## config.mk

```make
export PLATFORM = sky130hd
export DESIGN_NAME = tsg_trip_guard
export DESIGN_NICKNAME = d
export VERILOG_FILES = /design/src/verilog/tsg_pkg.sv /design/src/verilog/tsg_if.sv /design/src/verilog/tsg_input_sync.sv /design/src/verilog/tsg_func_map.sv /design/src/verilog/tsg_trip_guard.sv
export SDC_FILE = /design/constraint.sdc
export NUM_CORES = 1
export LEC_CHECK = 0
export ABC_AREA = 1
export BUFFER_PORTS_ARGS = -buffer_cell sky130_fd_sc_hd__buf_4
export CAP_MARGIN = 20
export CORE_MARGIN = 5
export CORE_UTILIZATION = 35
export CTS_CLUSTER_SIZE = 24
export DETAILED_ROUTE_END_ITERATION = 16
export SLEW_MARGIN = 5
export SYNTH_ARGS = -nofsm -noshare
export SYNTH_HDL_FRONTEND = slang
export SYNTH_SLANG_ARGS = --single-unit
```

## constraint.sdc

```tcl
create_clock -name clk -period 2.8 [get_ports clk]
set_input_delay 0.14 -clock clk [delete_from_list [all_inputs] [get_ports clk]]
set_output_delay 0.14 -clock clk [all_outputs]
set_load 0.005 [all_outputs]
```

## src/verilog/tsg_pkg.sv

```systemverilog
// constants, codes and state encoding of the trip and start guard
package tsg_pkg;
    localparam int N_TERM_DEF = 5;
    localparam int HIST_DEPTH_DEF = 4;
    localparam int CODE_W = 8;
    // assignable input function codes
    localparam logic [CODE_W-1:0] FUNC_FAULT = 8'h0c;
    localparam logic [CODE_W-1:0] FUNC_GUARD = 8'h0d;
    // error codes shown on the display
    localparam logic [CODE_W-1:0] ERR_NONE = 8'h00;
    localparam logic [CODE_W-1:0] ERR_UV = 8'h09;
    localparam logic [CODE_W-1:0] ERR_FAULT = 8'h0c;
    localparam logic [CODE_W-1:0] ERR_GUARD = 8'h0d;
    // positions of the dedicated inputs above the terminals
    localparam int AUX_RUN = 0;
    localparam int AUX_RST = 1;
    localparam int AUX_KEY = 2;
    localparam int AUX_UV = 3;
    localparam int AUX_W = 4;
    // cycles after reset release before inputs are judged
    localparam int PWRUP_CYC = 3;
    localparam int PWRUP_W = 2;
    typedef enum logic [4:0] {
        ST_POWERUP = 5'b00001,
        ST_STOP = 5'b00010,
        ST_RUN = 5'b00100,
        ST_TRIP = 5'b01000,
        ST_CLEAR = 5'b10000
    } tsg_state_t;
endpackage

```

## src/verilog/tsg_if.sv

```systemverilog
// synchronised input levels and rising edges between modules
`timescale 1ns/1ps
interface tsg_if #(
    parameter int W = 1
) ();
    logic [W-1:0] lvl;
    logic [W-1:0] rise;
    modport sync_mp (output lvl, output rise);
    modport core_mp (input lvl, input rise);
endinterface

```

## src/verilog/tsg_input_sync.sv

```systemverilog
// two-flop synchroniser with rising edge detect per input
`timescale 1ns/1ps
module tsg_input_sync #(
    parameter int W = 1
) (
    // clock and reset
    input wire logic clk,
    input wire logic rst_b,
    // raw inputs
    input wire logic [W-1:0] raw,
    // synchronised outputs
    tsg_if.sync_mp sig
);
    logic [W-1:0] meta_q;
    logic [W-1:0] sync_q;
    logic [W-1:0] last_q;

    if (W < 1) begin : g_bad_w
        $error("W must be at least 1");
    end

    always_ff @(posedge clk) begin
        if (!rst_b) begin
            meta_q <= '0;
            sync_q <= '0;
            last_q <= '0;
        end else begin
            meta_q <= raw;
            sync_q <= meta_q;
            last_q <= sync_q;
        end
    end

    assign sig.lvl = sync_q;
    assign sig.rise = sync_q & ~last_q;
endmodule // tsg_input_sync

```

## src/verilog/tsg_func_map.sv

```systemverilog
// decodes per-terminal function codes into function masks
`timescale 1ns/1ps
module tsg_func_map #(
    parameter int N_TERM = 5
) (
    // function code of each terminal
    input wire logic [N_TERM*tsg_pkg::CODE_W-1:0] term_func,
    // terminals carrying each function
    output logic [N_TERM-1:0] ext_mask,
    output logic [N_TERM-1:0] guard_mask
);
    function automatic logic func_is(
        input logic [tsg_pkg::CODE_W-1:0] code,
        input logic [tsg_pkg::CODE_W-1:0] want
    );
        func_is = (code == want);
    endfunction

    if (N_TERM < 1) begin : g_bad_term
        $error("N_TERM must be at least 1");
    end

    for (genvar i = 0; i < N_TERM; i++) begin : g_term
        assign ext_mask[i] = func_is(
            term_func[i*tsg_pkg::CODE_W +: tsg_pkg::CODE_W],
            tsg_pkg::FUNC_FAULT);
        assign guard_mask[i] = func_is(
            term_func[i*tsg_pkg::CODE_W +: tsg_pkg::CODE_W],
            tsg_pkg::FUNC_GUARD);
    end
endmodule // tsg_func_map

```

## src/verilog/tsg_trip_guard.sv

```systemverilog
// external trip latch and power-up start guard of the drive
`timescale 1ns/1ps
module tsg_trip_guard #(
    parameter int N_TERM = tsg_pkg::N_TERM_DEF,
    parameter int HIST_DEPTH = tsg_pkg::HIST_DEPTH_DEF
) (
    // clock and reset
    input wire logic clk,
    input wire logic rst_b,
    // intelligent input terminals and their function codes
    input wire logic [N_TERM-1:0] term_in,
    input wire logic [N_TERM*tsg_pkg::CODE_W-1:0] term_func,
    // commands and faults
    input wire logic run_cmd,
    input wire logic reset_terminal_input,
    input wire logic keypad_reset,
    input wire logic uv_fault,
    // drive status
    output logic drive_en,
    output logic coast,
    output logic alarm_out,
    output logic guard_active,
    output logic [tsg_pkg::CODE_W-1:0] err_code,
    // trip history, newest in the lowest slot
    output logic [HIST_DEPTH*tsg_pkg::CODE_W-1:0] hist_flat,
    output logic [$clog2(HIST_DEPTH+1)-1:0] hist_count
);
    localparam int SW = N_TERM + tsg_pkg::AUX_W;
    localparam int HCW = $clog2(HIST_DEPTH + 1);

    if (N_TERM < 1 || N_TERM > 16) begin : g_bad_term
        $error("N_TERM must lie in 1..16");
    end
    if (HIST_DEPTH < 1 || HIST_DEPTH > 64) begin : g_bad_hist
        $error("HIST_DEPTH must lie in 1..64");
    end

    tsg_if #(.W(SW)) sig ();

    tsg_input_sync #(.W(SW)) u_sync (
        .clk(clk),
        .rst_b(rst_b),
        .raw({uv_fault, keypad_reset, reset_terminal_input, run_cmd,
              term_in}),
        .sig(sig)
    );

    logic [N_TERM-1:0] ext_mask;
    logic [N_TERM-1:0] guard_mask;

    tsg_func_map #(.N_TERM(N_TERM)) u_map (
        .term_func(term_func),
        .ext_mask(ext_mask),
        .guard_mask(guard_mask)
    );

    logic external_fault_input;
    logic powerup_start_guard;
    logic run_lvl;
    logic rst_cmd;
    logic uv_lvl;
    // edge only, so a held contact cannot re-trip after a reset
    assign external_fault_input =
        |(sig.rise[N_TERM-1:0] & ext_mask);
    assign powerup_start_guard =
        |(sig.lvl[N_TERM-1:0] & guard_mask);
    assign run_lvl = sig.lvl[N_TERM + tsg_pkg::AUX_RUN];
    assign rst_cmd = sig.lvl[N_TERM + tsg_pkg::AUX_RST]
                   | sig.lvl[N_TERM + tsg_pkg::AUX_KEY];
    assign uv_lvl = sig.lvl[N_TERM + tsg_pkg::AUX_UV];

    tsg_pkg::tsg_state_t state_q;
    tsg_pkg::tsg_state_t state_d;
    logic [tsg_pkg::CODE_W-1:0] err_q;
    logic [tsg_pkg::CODE_W-1:0] err_d;
    logic alarm_q;
    logic uv_origin_q;
    logic [tsg_pkg::PWRUP_W-1:0] pwr_cnt_q;
    logic pwr_done;
    logic trip_set;
    logic [tsg_pkg::CODE_W-1:0] trip_code;
    logic hist_clr;

    // waits out the synchroniser so power-up sees the true run level
    assign pwr_done =
        (pwr_cnt_q == tsg_pkg::PWRUP_W'(tsg_pkg::PWRUP_CYC - 1));

    always_ff @(posedge clk) begin
        if (!rst_b) begin
            pwr_cnt_q <= '0;
        end else if (state_q == tsg_pkg::ST_POWERUP && !pwr_done) begin
            pwr_cnt_q <= pwr_cnt_q + tsg_pkg::PWRUP_W'(1);
        end
    end

    always_comb begin
        state_d = state_q;
        trip_set = 1'b0;
        trip_code = tsg_pkg::ERR_NONE;
        unique case (state_q)
            tsg_pkg::ST_POWERUP: begin
                if (pwr_done) begin
                    if (run_lvl && powerup_start_guard) begin
                        state_d = tsg_pkg::ST_TRIP;
                        trip_set = 1'b1;
                        trip_code = tsg_pkg::ERR_GUARD;
                    end else if (run_lvl) begin
                        state_d = tsg_pkg::ST_RUN;
                    end else begin
                        state_d = tsg_pkg::ST_STOP;
                    end
                end
            end
            tsg_pkg::ST_STOP, tsg_pkg::ST_RUN: begin
                if (external_fault_input) begin
                    // output off and coasting from this edge on
                    state_d = tsg_pkg::ST_TRIP;
                    trip_set = 1'b1;
                    trip_code = tsg_pkg::ERR_FAULT;
                end else if (uv_lvl) begin
                    state_d = tsg_pkg::ST_TRIP;
                    trip_set = 1'b1;
                    trip_code = tsg_pkg::ERR_UV;
                end else if (run_lvl) begin
                    state_d = tsg_pkg::ST_RUN;
                end else begin
                    state_d = tsg_pkg::ST_STOP;
                end
            end
            tsg_pkg::ST_TRIP: begin
                // fault input level is not looked at here
                if (rst_cmd) begin
                    state_d = tsg_pkg::ST_CLEAR;
                end else if (err_q == tsg_pkg::ERR_GUARD && !run_lvl) begin
                    state_d = tsg_pkg::ST_STOP;
                end
            end
            tsg_pkg::ST_CLEAR: begin
                if (!rst_cmd) begin
                    if (uv_origin_q && run_lvl && powerup_start_guard) begin
                        state_d = tsg_pkg::ST_TRIP;
                        trip_set = 1'b1;
                        trip_code = tsg_pkg::ERR_GUARD;
                    end else if (run_lvl) begin
                        // a reset counts as the intervention
                        state_d = tsg_pkg::ST_RUN;
                    end else begin
                        state_d = tsg_pkg::ST_STOP;
                    end
                end
            end
            default: begin
                state_d = tsg_pkg::ST_STOP;
            end
        endcase
    end

    always_ff @(posedge clk) begin
        if (!rst_b) begin
            state_q <= tsg_pkg::ST_POWERUP;
        end else begin
            state_q <= state_d;
        end
    end

    always_comb begin
        if (trip_set) begin
            err_d = trip_code;
        end else if (state_d == tsg_pkg::ST_TRIP) begin
            err_d = err_q;
        end else begin
            err_d = tsg_pkg::ERR_NONE;
        end
    end

    always_ff @(posedge clk) begin
        if (!rst_b) begin
            err_q <= tsg_pkg::ERR_NONE;
        end else begin
            err_q <= err_d;
        end
    end

    // registered with the state, so alarm and trip rise together
    always_ff @(posedge clk) begin
        if (!rst_b) begin
            alarm_q <= 1'b0;
        end else begin
            alarm_q <= (state_d == tsg_pkg::ST_TRIP);
        end
    end

    always_ff @(posedge clk) begin
        if (!rst_b) begin
            uv_origin_q <= 1'b0;
        end else if (state_q == tsg_pkg::ST_TRIP &&
                     state_d == tsg_pkg::ST_CLEAR) begin
            uv_origin_q <= (err_q == tsg_pkg::ERR_UV);
        end
    end

    // trip history; a trip in the clearing cycle is kept
    logic [tsg_pkg::CODE_W-1:0] hist_q [HIST_DEPTH];
    logic [HCW-1:0] hist_cnt_q;

    assign hist_clr = (state_q == tsg_pkg::ST_TRIP) &&
                      (state_d == tsg_pkg::ST_CLEAR);

    for (genvar i = 0; i < HIST_DEPTH; i++) begin : g_hist
        always_ff @(posedge clk) begin
            if (!rst_b) begin
                hist_q[i] <= tsg_pkg::ERR_NONE;
            end else if (trip_set) begin
                if (i == 0) begin
                    hist_q[i] <= trip_code;
                end else begin
                    hist_q[i] <= hist_q[(i == 0) ? 0 : i-1];
                end
            end else if (hist_clr) begin
                hist_q[i] <= tsg_pkg::ERR_NONE;
            end
        end
        assign hist_flat[i*tsg_pkg::CODE_W +: tsg_pkg::CODE_W] = hist_q[i];
    end

    always_ff @(posedge clk) begin
        if (!rst_b) begin
            hist_cnt_q <= '0;
        end else if (trip_set) begin
            if (hist_cnt_q != HCW'(HIST_DEPTH)) begin
                hist_cnt_q <= hist_cnt_q + HCW'(1);
            end
        end else if (hist_clr) begin
            hist_cnt_q <= '0;
        end
    end

    assign drive_en = (state_q == tsg_pkg::ST_RUN);
    assign coast = (state_q == tsg_pkg::ST_TRIP);
    assign alarm_out = alarm_q;
    assign err_code = err_q;
    assign guard_active = powerup_start_guard;
    assign hist_count = hist_cnt_q;
endmodule // tsg_trip_guard

```

[After elaboration in Yosys (flattened, before gate mapping)]
Memories as Yosys holds them, arrays and structs flattened.
Index checks and enable logic that the tools add are counted.
Storage, ports and cells
  memory bits (writable): 32
  logic and storage cells: 106
  input port bits: 51
  register bits: 43
  memories kept: 1
  output and inout bits: 47
Memories
  hist_q: depth 4, width 8, rd ports 4, clocked after Yosys merged registers in 0, wr ports 4, line tsg_trip_guard.sv:203  | logic [tsg_pkg::CODE_W-1:0] hist_q [HIST_DEPTH];
Operators by class
  equal/unequal tests: 23
  $add $sub $neg: 2
  bitwise logic cells: 13
  reductions and logical operators: 13
  mux-type cells: 45
Operator list (number)
  equality test 8 x 4 -> 1 bit (second input constant): 12
  two-way mux 8 bit: 10
  two-way mux 4 bit: 10
  two-way mux 5 bit: 4
  one-hot mux 5 bit (4 select lines): 1
  AND 5 bit: 3
  two-way mux 1 bit: 14
  two-way mux 3 bit: 4
  one-hot mux 4 bit (3 select lines): 1
  equality test 5 x 4 -> 1 bit (second input constant): 2
  equality test 5 bit (second input constant): 2
  OR reduction 5 bit: 2
  OR 1 bit: 9
  logical AND 1 bit: 6
  equality test 5 x 1 -> 1 bit (second input constant): 1
  equality test 5 x 2 -> 1 bit (second input constant): 1
  equality test 5 x 3 -> 1 bit (second input constant): 1
  inverter 5 bit: 1
  adder 3 x 1 -> 3 bit (second input constant): 1
  inequality test 3 bit (second input constant): 1
  one-hot mux 1 bit (3 select lines): 1
  adder 2 x 1 -> 2 bit (second input constant): 1
  equality test 2 bit (second input constant): 1
  zero test 1 bit: 2
  5 further kinds: 5

[Depth between registers and ports, before layout]
  depth in word-level cells: 14
  gate-level depth with buffers: 13
  mapped depth without buffers: 13

[Hierarchy]
Synthesis repeated with hierarchy kept, for this count alone.
Unflattened totals
  cells, all modules: 366
  area, all modules: 2782.7 µm²
Modules (own cells, without submodules)
  tsg_trip_guard: seq. area each 660.6 µm², cells an instance 204, area an instance 1692.9 µm², instances 1
  tsg_input_sync: seq. area each 540.5 µm², cells an instance 102, area an instance 852.1 µm², instances 1
  tsg_func_map: seq. area each 0.0 µm², cells an instance 60, area an instance 237.7 µm², instances 1

[Worst setup path after synthesis]
OpenSTA, ideal clock, no wires.
  kind: flip-flop to flip-flop
  start point: reg state_q[1]
  end point: mem hist_q[0][0] (netlist name), enable pin
  period minus slack after synthesis: 1.715 ns
  stages on the path, launching flop included: 10
  arrival time: 1.375 ns
  path slack: 1.085 ns
  buffers on the path: 0
  library setup time: 0.340 ns
  required time: 2.460 ns
  cell sequence: dfxtp_1 > inv_2 > nand2_2 > nor2_2 > a31oi_4 > inv_2 > nand2_2 > nand3_4 > inv_2 > nand3_1
RTL lines
  from (decl): line tsg_trip_guard.sv:72  | tsg_pkg::tsg_state_t state_q;
  from (signal assigned): line tsg_trip_guard.sv:160  | state_q <= tsg_pkg::ST_POWERUP;
  from (signal assigned): line tsg_trip_guard.sv:162  | state_q <= state_d;
  to (decl): line tsg_trip_guard.sv:203

==> impl_metrics.env <==
export IMPL_status="completed"
export IMPL_drv_slew=0
export IMPL_cts_root_buf="clkbuf_8"
export IMPL_hp_class="input pin to flop"
export IMPL_synth_top_area_share_pct=30.5
export IMPL_r2r_cells=9
export IMPL_drc=0
export IMPL_ioPinCount=98
export IMPL_synth_area_mm2=0.00250
export IMPL_r2r_start="state_q[1]$_SDFF_PN0_"
export IMPL_fp_dieW_um=94.5
export IMPL_layoutNonFillerInstCount=503
export IMPL_final_common_cell="buf_4"
export IMPL_antenna_left=0
export IMPL_clk_pin_slew_ns=0.08
export IMPL_synth_cell_types=33
export IMPL_cts_tree="built"
export IMPL_r2r_slack_ns=0.83
export IMPL_first_iter_violations=71
export IMPL_antenna_cells=0
export IMPL_grt_max_degree=38
export IMPL_drt_vias_per_instance=4.05
export IMPL_critical_path_arrival_ns=1.89
export IMPL_cts_sinks=50
export IMPL_start_kind="flop"
export IMPL_final_cell_area_mm2=0.00315
export IMPL_htreeDepth=2
export IMPL_finalCritPeriodShare_pct=70.2
export IMPL_p_total_mw=1.62
export IMPL_cap_viol_max_count=0
export IMPL_synth_area_leader_cell="dfxtp_1"
export IMPL_endpoint="hist_q[0][0]$_SDFFCE_PP0P_"
export IMPL_grt_usage_pct=11.2
export IMPL_holdBufCountCts=0
export IMPL_antenna_found_initial=0
export IMPL_slowest_delay_ns=0.44
export IMPL_timing_hold_ws_ns=0.0223
export IMPL_place_congestion=0.816
export IMPL_drt_pass1_iter_count=4
export IMPL_rsz0062_at_grt="false"
export IMPL_insertion_delay_ns=0.29
export IMPL_critPathKind="flop to flop"
export IMPL_ys_warn_count=0
export IMPL_period_minus_slack_ns=1.97
export IMPL_clockBufferDepth=2
export IMPL_ctsResizeCount=0
export IMPL_die_y_um=94.5
export IMPL_place_inst=495
export IMPL_async_flop_share_pct=0
export IMPL_r2r_end="hist_q[0][0]$_SDFFCE_PP0P_"
export IMPL_crit_path_top_delay_cell="dfxtp_1"
export IMPL_synth_seq_area_share_pct=44.9
export IMPL_pwr_density_cell_mw_per_mm2=516
export IMPL_drive_gt1_share_pct=24.8
export IMPL_finalSetupViolCount=0
export IMPL_start_util_pct=36.4
export IMPL_peakVddDrop_uv=258
export IMPL_synth_seq_cells=50
export IMPL_timing_fmax_mhz=508
export IMPL_post_cts_setup_buffer_count=0
export IMPL_ys_flop_type="dfxtp_1"
export IMPL_cp_required_ns=2.72
export IMPL_pre_cts_ws_ns=0.824
export IMPL_cts_made_buffers=5
export IMPL_end_kind="flop"
export IMPL_layout_setup_ws_ns=0.833
export IMPL_hold_viol=0
export IMPL_yosys_top_cells_area="dfxtp_1 30%, edfxtp_1 14%, inv_1 10%"
export IMPL_syn_area_per_cell_um2=7.50
export IMPL_syn2layout_area_growth_pct=26.0
export IMPL_dp_hpwl_um=4040
export IMPL_final_cell_mix="72 x buf_4, 68 x inv_1, 63 x nand2_1"
export IMPL_path_cells="inv_2 -> nand2_2 -> nor2_2 -> a31oi_4 -> inv_2 -> nand2_2 -> nand3_4 -> inv_2 -> nand3_1"
export IMPL_post_route_util_pct=45.8
export IMPL_final_nets=460
export IMPL_fin_setup_tns_ns=0
export IMPL_synth_edf_count=12
export IMPL_num_vias=2039
export IMPL_worstPathMaxFanout=9
export IMPL_io_buffers=72
export IMPL_wl_per_cell_um=9.68
export IMPL_grt_overflow=0
export IMPL_path_common_cell="inv_2"
export IMPL_core_area_mm2=0.00687
export IMPL_skew_ns=0.00805
export IMPL_dpl_cell_area_mm2=0.00304
export IMPL_wl_um=4870
export IMPL_dieArea_mm2=0.00892
export IMPL_worstSetupStartpoint="state_q[1]$_SDFF_PN0_"
export IMPL_grt_pass1_wl_um=7980
export IMPL_syn_inst=333
export IMPL_grt_pass1_vias=1877
export IMPL_rows=30
export IMPL_leakage_nw=1.70
-- cell families (layout without fill, tap and decap cells) --
kind of cell	Yosys count	count (layout)	synth area share (%)
fa+ha+maj	3	3	1.50
simple gates	158	158	29.0
other cells	1	25	0.150
buf+inv	104	154	19.5
compound gates	16	16	4.61
xor+xnor	1	1	0.351
flops	50	50	44.9
-- where the power goes --
group	total (mW)	switching, mW	internal, mW	leakage [nW]
logic	0.312	0.162	0.149	1.21
registers	0.825	0.0337	0.791	0.436
clock network	0.488	0.221	0.267	0.0557
-- cell usage after synthesis (2+ instances only) --
cell,count
inv_1,68
nand2_1,63
nor2_1,48
dfxtp_1,38
buf_4,26
nand3_1,19
edfxtp_1,12
a21oi_1,7
inv_2,6
nor3_1,6
nand2_2,5
nand4_1,5
buf_1,3
ha_1,3
nand3_2,3
nor2_2,2
nor3b_1,2
o21ai_0,2
-- critical path, delay by kind of cell, from the launching register on --
kind	cells	cell delay [ns]
AOI/OAI and AO/OA	1	0.22
buffers and inverters	3	0.25
DFF	1	0.44
and+or+nand+nor	5	0.69
-- cell type report --
cell class	count	area, um2
Tap cell	96	120
Inverter	74	278
Multi-Input combinational cell	203	978
Sequential cell	50	1120
Timing Repair Buffer	72	541
Fill cell	705	3720
Clock inverter	2	36.3
Clock buffer	6	72.6
-- worst min path at each step --
stage                              start                          end  slack, ns  cells after the start
floorplan                     term_in[0]  u_sync.meta_q[0]$_SDFF_PN0_       0.24                      2
global placement    reset_terminal_input  u_sync.meta_q[6]$_SDFF_PN0_       0.32                      3
detailed placement  reset_terminal_input  u_sync.meta_q[6]$_SDFF_PN0_       0.32                      3
CTS                 reset_terminal_input  u_sync.meta_q[6]$_SDFF_PN0_       0.01                      3
global route                  term_in[4]  u_sync.meta_q[4]$_SDFF_PN0_       0.02                      3
finish              reset_terminal_input  u_sync.meta_q[6]$_SDFF_PN0_       0.02                      3
-- sequential cells by signal, summed over array words and instances, names as in the netlist --
signal,cells
alarm_out,1
pwr_cnt_q,2
u_sync.sig.lvl,9
uv_origin_q,1
u_sync.last_q,5
hist_q,12
err_code,3
u_sync.meta_q,9
state_q,5
hist_count,3
-- routing by layer --
metal	part of all wire, %	up-vias	GRT usage [%]
met1	42	887	13.3
met4	1.6	0	4.33
met5	0	-	0
met3	4.7	5	2.23
met2	51	42	19.9
li1	-	1105	-
Power figures use the tool's default switching activity.
